$ cat src/clbcs_pkg.sv
// Constants, types and behaviour notes for the local bus cycle sequencer
// Notes on behaviour
// - Cycle starts with address, status, strobe low
// - Status code per cycle type as tabled
// - Code LLH never shown with strobe low
// - Halt address 2, shutdown address 0
// - Hold lock for acknowledge, optionally memory
// - Phase clock is fast clock divided two
// - Inputs sampled only on fast rising edges
// - Best case one word per two states
// - Cycle is first state plus response state
// - Address out in first, response in second
// - Done low ends cycle, else wait state
// - Idle keeps strobe high when nothing pending
// - Other master request releases bus, grant shown
package clbcs_pkg;

  localparam int CLBCS_ADDR_W = 30;
  localparam int CLBCS_DATA_W = 32;
  localparam int CLBCS_LANES = 4;
  localparam int CLBCS_SYNC_STAGES = 2;

  // Cycle-type code {mem_not_io, data_not_control, write_not_read}
  typedef enum logic [2:0] {
    CLBCS_INT_ACK = 3'h0,
    CLBCS_ILLEGAL = 3'h1,
    CLBCS_IO_READ = 3'h2,
    CLBCS_IO_WRITE = 3'h3,
    CLBCS_FETCH = 3'h4,
    CLBCS_HALT_SHUT = 3'h5,
    CLBCS_MEM_READ = 3'h6,
    CLBCS_MEM_WRITE = 3'h7
  } clbcs_kind_t;

  typedef enum logic [3:0] {
    CLBCS_IDLE = 4'h1,
    CLBCS_FIRST = 4'h2,
    CLBCS_RESP = 4'h4,
    CLBCS_GRANT = 4'h8
  } clbcs_state_t;

  typedef struct packed {
    clbcs_kind_t kind;
    logic shutdown;
    logic indivisible;
    logic [CLBCS_ADDR_W-1:0] dword_address;
    logic [CLBCS_LANES-1:0] lanes_n;
    logic [CLBCS_DATA_W-1:0] wdata;
  } clbcs_req_t;

  localparam logic [CLBCS_ADDR_W-1:0] CLBCS_ADDR_RST = 30'h0000_0000;
  localparam logic [CLBCS_LANES-1:0] CLBCS_LANES_IDLE = 4'hF;
  localparam logic [CLBCS_LANES-1:0] CLBCS_LANES_HALT = 4'hB;
  localparam logic [CLBCS_LANES-1:0] CLBCS_LANES_SHUT = 4'hE;
  localparam logic [CLBCS_DATA_W-1:0] CLBCS_DATA_RST = 32'h0000_0000;
  localparam logic [2:0] CLBCS_STATUS_RST = 3'h6;

endpackage : clbcs_pkg

$ cat src/clbcs_sequencer.sv
// Local bus cycle sequencer, processor side
`timescale 1ns/1ps
module clbcs_sequencer
  import clbcs_pkg::*;
(
  // Clock and reset
  input wire logic sys_clk_i,
  input wire logic rst_i,
  // Request port from the core
  input wire logic req_valid_i,
  input wire clbcs_req_t req_i,
  output logic req_taken_o,
  output logic cycle_end_o,
  output logic [CLBCS_DATA_W-1:0] rdata_o,
  // Bus pins
  input wire logic cycle_done_n_i,
  input wire logic bus_request_in_i,
  input wire logic [CLBCS_DATA_W-1:0] data_i,
  output logic [CLBCS_DATA_W-1:0] data_o,
  output logic data_oe_o,
  output logic phase_clock_o,
  output logic address_strobe_n_o,
  output logic [CLBCS_ADDR_W-1:0] dword_address_o,
  output logic [CLBCS_LANES-1:0] byte_lane_selects_n_o,
  output logic mem_not_io_o,
  output logic data_not_control_o,
  output logic write_not_read_o,
  output logic indivisible_hold_n_o,
  output logic bus_grant_out_o
);

  clbcs_state_t state_r;
  clbcs_state_t state_nxt;
  logic phase_r;
  logic [CLBCS_SYNC_STAGES-1:0] done_sync_r;
  logic [CLBCS_SYNC_STAGES-1:0] breq_sync_r;
  logic [CLBCS_DATA_W-1:0] data_s1_r;
  logic [CLBCS_DATA_W-1:0] data_s2_r;
  logic done_s;
  logic breq_s;
  logic phase_end;
  logic accept;
  logic complete;
  logic drop;
  logic slot_open;

  // Kinds that drive the data pins
  function automatic logic kind_writes(input clbcs_kind_t kind);
    return (kind == CLBCS_IO_WRITE) || (kind == CLBCS_MEM_WRITE);
  endfunction : kind_writes

  // Lock output for a cycle kind, active low
  function automatic logic hold_n_for(input clbcs_kind_t kind, input logic indivisible);
    logic hold_n;
    hold_n = 1'b1;
    unique case (kind)
      CLBCS_INT_ACK: begin
        hold_n = 1'b0;
      end
      CLBCS_MEM_READ, CLBCS_MEM_WRITE: begin
        hold_n = ~indivisible;
      end
      default: begin
        hold_n = 1'b1;
      end
    endcase
    return hold_n;
  endfunction : hold_n_for

  // Fast clock divided by two; phase two ends each bus state
  always_ff @(posedge sys_clk_i or posedge rst_i) begin
    if (rst_i) begin
      phase_r <= 1'b0;
    end else begin
      phase_r <= ~phase_r;
    end
  end
  assign phase_end = phase_r;

  // Pin inputs through two stages, all on the fast rising edge
  always_ff @(posedge sys_clk_i or posedge rst_i) begin
    if (rst_i) begin
      done_sync_r <= '1;
      breq_sync_r <= '0;
      data_s1_r <= CLBCS_DATA_RST;
      data_s2_r <= CLBCS_DATA_RST;
    end else begin
      done_sync_r <= {done_sync_r[0], cycle_done_n_i};
      breq_sync_r <= {breq_sync_r[0], bus_request_in_i};
      data_s1_r <= data_i;
      data_s2_r <= data_s1_r;
    end
  end
  assign done_s = done_sync_r[CLBCS_SYNC_STAGES-1];
  assign breq_s = breq_sync_r[CLBCS_SYNC_STAGES-1];

  assign complete = phase_end && (state_r == CLBCS_RESP) && !done_s;
  // Illegal code is consumed without a bus cycle
  assign drop = req_valid_i && (req_i.kind == CLBCS_ILLEGAL);
  // A new cycle may begin from idle or as the current one completes
  assign slot_open = (state_r == CLBCS_IDLE) || complete;
  assign accept = phase_end && req_valid_i && !breq_s && !drop && slot_open;

  always_comb begin
    state_nxt = state_r;
    if (phase_end) begin
      unique case (state_r)
        CLBCS_IDLE: begin
          if (breq_s) begin
            state_nxt = CLBCS_GRANT;
          end else if (accept) begin
            state_nxt = CLBCS_FIRST;
          end
        end
        CLBCS_FIRST: begin
          state_nxt = CLBCS_RESP;
        end
        CLBCS_RESP: begin
          if (complete) begin
            if (breq_s) begin
              state_nxt = CLBCS_GRANT;
            end else if (accept) begin
              state_nxt = CLBCS_FIRST;
            end else begin
              state_nxt = CLBCS_IDLE;
            end
          end
        end
        CLBCS_GRANT: begin
          if (!breq_s) begin
            state_nxt = CLBCS_IDLE;
          end
        end
      endcase
    end
  end

  // Cycle state register
  always_ff @(posedge sys_clk_i or posedge rst_i) begin
    if (rst_i) begin
      state_r <= CLBCS_IDLE;
    end else begin
      state_r <= state_nxt;
    end
  end

  // Strobe low only for the first state of a cycle
  always_ff @(posedge sys_clk_i or posedge rst_i) begin
    if (rst_i) begin
      address_strobe_n_o <= 1'b1;
    end else begin
      address_strobe_n_o <= (state_nxt != CLBCS_FIRST);
    end
  end

  // Address, lanes and status latched when a cycle is taken
  always_ff @(posedge sys_clk_i or posedge rst_i) begin
    if (rst_i) begin
      dword_address_o <= CLBCS_ADDR_RST;
      byte_lane_selects_n_o <= CLBCS_LANES_IDLE;
      {mem_not_io_o, data_not_control_o, write_not_read_o} <= CLBCS_STATUS_RST;
      indivisible_hold_n_o <= 1'b1;
    end else if (accept) begin
      {mem_not_io_o, data_not_control_o, write_not_read_o} <= req_i.kind;
      if (req_i.kind == CLBCS_HALT_SHUT) begin
        dword_address_o <= CLBCS_ADDR_RST;
        byte_lane_selects_n_o <= req_i.shutdown ? CLBCS_LANES_SHUT : CLBCS_LANES_HALT;
      end else begin
        dword_address_o <= req_i.dword_address;
        byte_lane_selects_n_o <= req_i.lanes_n;
      end
      indivisible_hold_n_o <= hold_n_for(req_i.kind, req_i.indivisible);
    end else if (complete) begin
      indivisible_hold_n_o <= 1'b1;
    end
  end

  // Write data driven from the first state until the cycle ends
  always_ff @(posedge sys_clk_i or posedge rst_i) begin
    if (rst_i) begin
      data_o <= CLBCS_DATA_RST;
      data_oe_o <= 1'b0;
    end else if (accept) begin
      data_o <= req_i.wdata;
      data_oe_o <= kind_writes(req_i.kind);
    end else if (complete) begin
      data_oe_o <= 1'b0;
    end
  end

  // Core handshake and read data capture
  always_ff @(posedge sys_clk_i or posedge rst_i) begin
    if (rst_i) begin
      req_taken_o <= 1'b0;
      cycle_end_o <= 1'b0;
      rdata_o <= CLBCS_DATA_RST;
    end else begin
      req_taken_o <= accept || (phase_end && drop && !breq_s && slot_open);
      cycle_end_o <= complete;
      if (complete && !write_not_read_o) begin
        rdata_o <= data_s2_r;
      end
    end
  end

  // Grant shown while the bus is released
  always_ff @(posedge sys_clk_i or posedge rst_i) begin
    if (rst_i) begin
      bus_grant_out_o <= 1'b0;
    end else begin
      bus_grant_out_o <= (state_nxt == CLBCS_GRANT);
    end
  end

  // Phase clock out, low in phase one of each state
  always_ff @(posedge sys_clk_i or posedge rst_i) begin
    if (rst_i) begin
      phase_clock_o <= 1'b0;
    end else begin
      phase_clock_o <= ~phase_r;
    end
  end

endmodule : clbcs_sequencer

$ cat config.mk
export PLATFORM = sky130hd
export DESIGN_NAME = clbcs_sequencer
export DESIGN_NICKNAME = d
export VERILOG_FILES = /design/src/clbcs_pkg.sv /design/src/clbcs_sequencer.sv
export SDC_FILE = /design/constraint.sdc
export NUM_CORES = 1
export LEC_CHECK = 0
export BUFFER_PORTS_ARGS = -buffer_cell sky130_fd_sc_hd__buf_2
export CAP_MARGIN = 40
export CORE_MARGIN = 2
export CORE_UTILIZATION = 49
export CTS_CLUSTER_SIZE = 30
export DETAILED_ROUTE_END_ITERATION = 8
export PLACE_DENSITY = 0.89
export SLEW_MARGIN = 25
export SYNTH_ARGS = -nofsm -noshare
export SYNTH_HDL_FRONTEND = slang
export SYNTH_SLANG_ARGS = --single-unit
$ cat constraint.sdc
create_clock -name sys_clk_i -period 16.6 [get_ports sys_clk_i]
set_input_delay 2.49 -clock sys_clk_i [delete_from_list [all_inputs] [get_ports sys_clk_i]]
set_output_delay 2.49 -clock sys_clk_i [all_outputs]
set_load 0.02 [all_outputs]
Word-level counts from Yosys, hierarchy flattened
Cells that the tools add are included.

Multiplexer cells: 16. Reductions and logical operators: 21. Bitwise operators: 2. Equality and inequality tests: 11.

Operators with widths (count): $mux W30 (1); $mux W4 (7); $pmux W4 S4 (1); $logic_and A1 B1 Y1 (11); $eq A3 B3 Y1 const B (3); $eq A4 B4 Y1 const B (2); $eq A4 B1 Y1 const B (1); $eq A4 B2 Y1 const B (1); $eq A4 B3 Y1 const B (1); $logic_not A1 Y1 (4); $mux W1 (4); $ne A4 B2 Y1 const B (1); $eq A3 B1 Y1 const B (1); $eq A3 B2 Y1 const B (1); $logic_not A3 Y1 (1); $logic_or A1 B1 Y1 (3); $mux W3 (1); $mux W2 (1); $not A1 Y1 (2); $pmux W1 S2 (1); $reduce_bool A2 Y1 (1); $reduce_or A2 Y1 (1).

Word-level logic and storage cells: 69. Output and inout port bits: 108. Register bits after elaboration: 180. Input bits: 108.

Depth between registers and ports, before layout
Depth after elaboration: 11. Depth in mapped cells: 7. Mapped depth without buffers: 5.

Worst setup path before layout
OpenSTA, ideal clock, no wires.

Path type: input-to-reg. Start point: input port req_i[69] (netlist name). End point: register data_o[0]. Required time: 16475 ps. Stages: 4. Library setup time: 125 ps. Arrival time: 3728 ps. Path buffers: 1. Setup slack: 12747 ps. Cells stage by stage: or3b_2 -> o2111ai_2 -> buf_2 -> mux2_2.

Cells in the longest elaborated chain, start to end: 5.

RTL lines: from (decl) (line clbcs_sequencer.sv:11) `input wire clbcs_req_t req_i,`; $eq A3 B1 Y1 (line clbcs_sequencer.sv:99) `assign drop = req_valid_i && (req_i.kind == CLBCS_ILLEGAL);`; $logic_and A1 B1 Y1 (line clbcs_sequencer.sv:99); $logic_not A1 Y1 (line clbcs_sequencer.sv:102) `assign accept = phase_end && req_valid_i && !breq_s && !drop && slot_open;`; $logic_and A1 B1 Y1 (2 in a row) (line clbcs_sequencer.sv:102); to (signal assigned) (line clbcs_sequencer.sv:184) `data_o <= req_i.wdata;`; to (decl) (line clbcs_sequencer.sv:19) `output logic [CLBCS_DATA_W-1:0] data_o,`.

Every way passes these cells. A chain may end at the register's enable or synchronous reset.

Final worst setup path
Start point: input port req_i[69] (netlist name). End point: register bus_grant_out_o.

Cells in the longest elaborated chain, start to end: 11. Elaborated cells on any way between the ends: 13. Classes of those cells: eq/ne (2); mux (7); reduce/logical (4).

RTL lines: $eq A3 B1 Y1 (*) (line clbcs_sequencer.sv:99); $logic_and A1 B1 Y1 (*) (line clbcs_sequencer.sv:99); $logic_not A1 Y1 (*) (line clbcs_sequencer.sv:102); $logic_and A1 B1 Y1 (*) (2 in a row) (line clbcs_sequencer.sv:102); $mux W2 (line clbcs_sequencer.sv:122) `end else if (accept) begin`; $mux W4 (line clbcs_sequencer.sv:120) `if (breq_s) begin`; $mux W4 (line clbcs_sequencer.sv:119) `if (complete) begin`; $pmux W4 S4 (*) (line clbcs_sequencer.sv:107) `unique case (state_r)`; $mux W4 (*) (line clbcs_sequencer.sv:106) `if (phase_end) begin`; via state_nxt[1] (line clbcs_sequencer.sv:33) `clbcs_state_t state_nxt;`; $eq A4 B4 Y1 (*) (line clbcs_sequencer.sv:211) `bus_grant_out_o <= (state_nxt == CLBCS_GRANT);`; to (signal assigned) (line clbcs_sequencer.sv:211); to (decl) (line clbcs_sequencer.sv:29) `output logic bus_grant_out_o`.

Mark *: on every way through the listed nets, which the timed path passes. The rest lies on a longest branch.

==> results.md <==
- Status: finished, final reports clean
- Detailed-route DRC error count: 0
- Vias: between 3000 and 4000
- H-tree levels: 4
- Sequential Power Share: 44.5%
- Multi-input logic area: approximately 1600 um^2
- Worst Hold Class: flop to flop
- Max Clock Skew: 7.952 ps
- P_int: 922.1 uW
- Pre-CTS setup slack: 11760 ps
- Reg clk slew, reported paths: ~70 ps
- Share of post-route cells with drive strength above 1: 52.08%
- Worst slew margin: 48.62%
- Post-Syn Area: 6274 um^2
- Layout Nets: 744
- Max_cap viols: 0
- Switch share: 33.29%
- Final-report hold violation count: 0
- Core area: 12570 um^2
- Final worst slack: roughly 12000 ps
- NetSw: 460.1 uW
- Die Width: between 100 and 150 um
- CP required: 16920 ps
- Port Buf Inserts: between 200 and 250
- F_max: 229.4 MHz
- # IOs: 216
- Static Leakage: 0.004221 uW
- Cts bufs inserted: 17
- Net Count, Synth: 523
- Antenna violations before repair: 1
- Cell row count: 41
- Synth cell types: 39
- Detailed router's first-iteration violation count: 278
- Vias in the first global route: about 4000
- Clock group share of total power: 28.0%
- Fin Setup TNS: 0 ps
- 1st-pass router iterations: 4
- First-pass GRT wire length: 19910 um
- CTS tree: built
- # fillers: 881
- Largest fanout on the critical path: 84
- WL per Instance: roughly 16 um
- Syn_area_per_cell: ~15 um^2
- Initial Util: 49.92%
- #FFs+latches synth: 180
- Post-Syn Instances: 415
- Area growth syn-to-layout: 29.48%
- Clk Latency, worst-skew pair: 420 ps
- Unrepaired setup endpoints after global routing: false
- Final Max Tran Viols: 0
- Seq/Total Area, Yosys: a little over 70%
- Register area: 4518 um^2
- Largest net degree at the start of global routing: 95
- # setup viols final: 0
- GRT Total Usage: 19.25%
- Clock Tree Root: clkbuf_16
- Hpwl dp: 9195 um
- Die ar.: 13720 um^2
- Setup repair bufs after CTS: 0
- Total gr overflow: 0
- Worst Max-Slew Pin Slew: around 770 ps
- Clock sink total: 180
- Final GP Congestion: 0.7968
- Final worst path period share: a little over a quarter
- Post-cts resize count: 0
- Comb pwr share: 27.5%
- Critical path endpoint category: flop
- Worst path arrival time: 4680 ps
- CTS Hold Bufs: 0
- Synth Warn #: 0
- Via-to-Cell Ratio: 4.837
- Final WL: 13250 um
- Post-route ant nets: 0
- Startpoint types: input port
- Final Critical Period: about 4400 ps
- Worst vdd ir: 0.0001009 V
- CTS max path bufs: 2
- Crit Path Category: input port to flop
- Die height: 117.2 um
- Pwr Density: 170.2 nW/um^2
[per-stage QoR]
step | hold WS, ps | std cells | instance area, um^2 | util [%] | total power (uW)
2_1_floorplan | 331.2 | 415 | 6274 | - | 853.1
3_3_place_gp | 332.2 | 787 | 7487 | 59.57 | 979.4
3_5_place_dp | 334.7 | 788 | 7515 | 59.79 | 1002
4_1_cts | 343.9 | 820 | 8093 | 64.39 | 1395
5_1_grt | 351.3 | 821 | 8120 | 64.61 | 1454
6_report | 344.8 | 822 | 8123 | 64.63 | 1382
[synthesized netlist by cell type, drive strengths merged]
master,count,area [um^2]
nand2,65,244.0
and2,1,7.510
nor2b,4,25.02
o21a,1,7.510
a31oi,2,12.51
nor4b,1,8.760
o2bb2ai,1,8.760
o31a,1,10.01
nand4bb,1,11.26
a22o,1,8.760
nand3b,2,15.01
or3b,1,8.760
mux2,66,855.8
o41ai,1,8.760
o221ai,1,8.760
clkbuf,7,26.28
o21ai,41,205.2
nor2,4,31.28
o211a,1,10.01
nor3,1,5.000
o31ai,1,7.510
and4bb,2,25.02
mux2i,1,10.01
nand3,2,10.01
a21oi,2,10.01
nand2b,1,8.760
nor4,1,6.260
dfrtp,169,4229
o2111ai,1,15.01
dfstp,11,289.0
buf,11,90.08
a221o,1,10.01
inv,8,30.03
or4b,1,13.76
[placed cells by master (no fill, tap or decap), drive strengths merged, types with 2 or more instances in the layout]
master,netlist,final
a21oi,2,2
a31oi,2,2
and4bb,2,2
buf,11,220
clkbuf,7,19
clkinv,0,4
dfrtp,169,169
dfstp,11,11
inv,8,16
mux2,66,66
nand2,65,65
nand3,2,2
nand3b,2,2
nor2,4,4
nor2b,4,4
o21ai,41,41
[power by group through the flow]
stage          combinational, uW  clock, uW  sequential (uW)
6_report                     380        387              615
5_1_grt                      411        418              625
4_1_cts                      384        396              614
3_5_place_dp                 383          0              619
3_3_place_gp                 370          0              610
2_1_floorplan                126          0              728
[sequential cells by signal, indices dropped and copies added, names as in the netlist]
signal                 count
mem_not_io_o               1
data_s2_r                 32
breq_sync_r                2
phase_clock_o              1
cycle_end_o                1
rdata_o                   32
data_o                    32
indivisible_hold_n_o       1
data_not_control_o         1
write_not_read_o           1
byte_lane_selects_n_o      4
bus_grant_out_o            1
address_strobe_n_o         1
dword_address_o           30
done_sync_r                2
data_oe_o                  1
req_taken_o                1
state_r                    4
data_s1_r                 32
[worst max-delay path, cell delays in order]
cell and delay, ps:
buf_2 130, or3b_2 520, o2111ai_4 340, buf_4 700
o21ai_1 220, nor4_1 270
[worst paths after layout]
kind / slack (ps) / to / cells after the start / start
setup / recovery: 12240 / bus_grant_out_o / 6 / req_i[69]
max in group asynchronous: 13200 / data_not_control_o / 5 / rst_i
hold / removal: 340 / data_s2_r[30] / 0 / data_s1_r[30]
min in group asynchronous: 2020 / rdata_o[20] / 2 / rst_i
hold reg to reg: 340 / data_s2_r[30] / 0 / data_s1_r[30]
setup reg to reg: 13790 / bus_grant_out_o / 5 / state_r[0]
[cells by family (layout without fill, tap and decap cells)]
group	count (synthesis)	after routing	share of synthesized area, %
buffers and inverters	26	260	2.333
AOI/OAI and AO/OA	55	55	5.146
muxes	67	67	13.80
DFF	180	180	72.02
and+or+nand+nor	87	87	6.701
other	0	1	0
[per-layer routing]
layer  global-route usage, %  vias to the layer above  wire length, um
li1                        -                     1847                -
met1                   23.91                     1958             5440
met2                   31.95                      157             6756
met3                   6.076                       14              891
met4                   6.824                        0              161
met5                       0                        -                0
[layout make-up]
cell class | instances | share of cell area [%]
diodes | 1 | 0.03081
clock buffers | 19 | 5.453
clock inverters | 13 | 1.664
inverters | 8 | 0.4313
multi-input cells | 209 | 19.95
flip-flops and latches | 180 | 55.62
well taps | 172 | 2.649
repair buffers | 220 | 14.20
(Power assumes the default switching activity.)
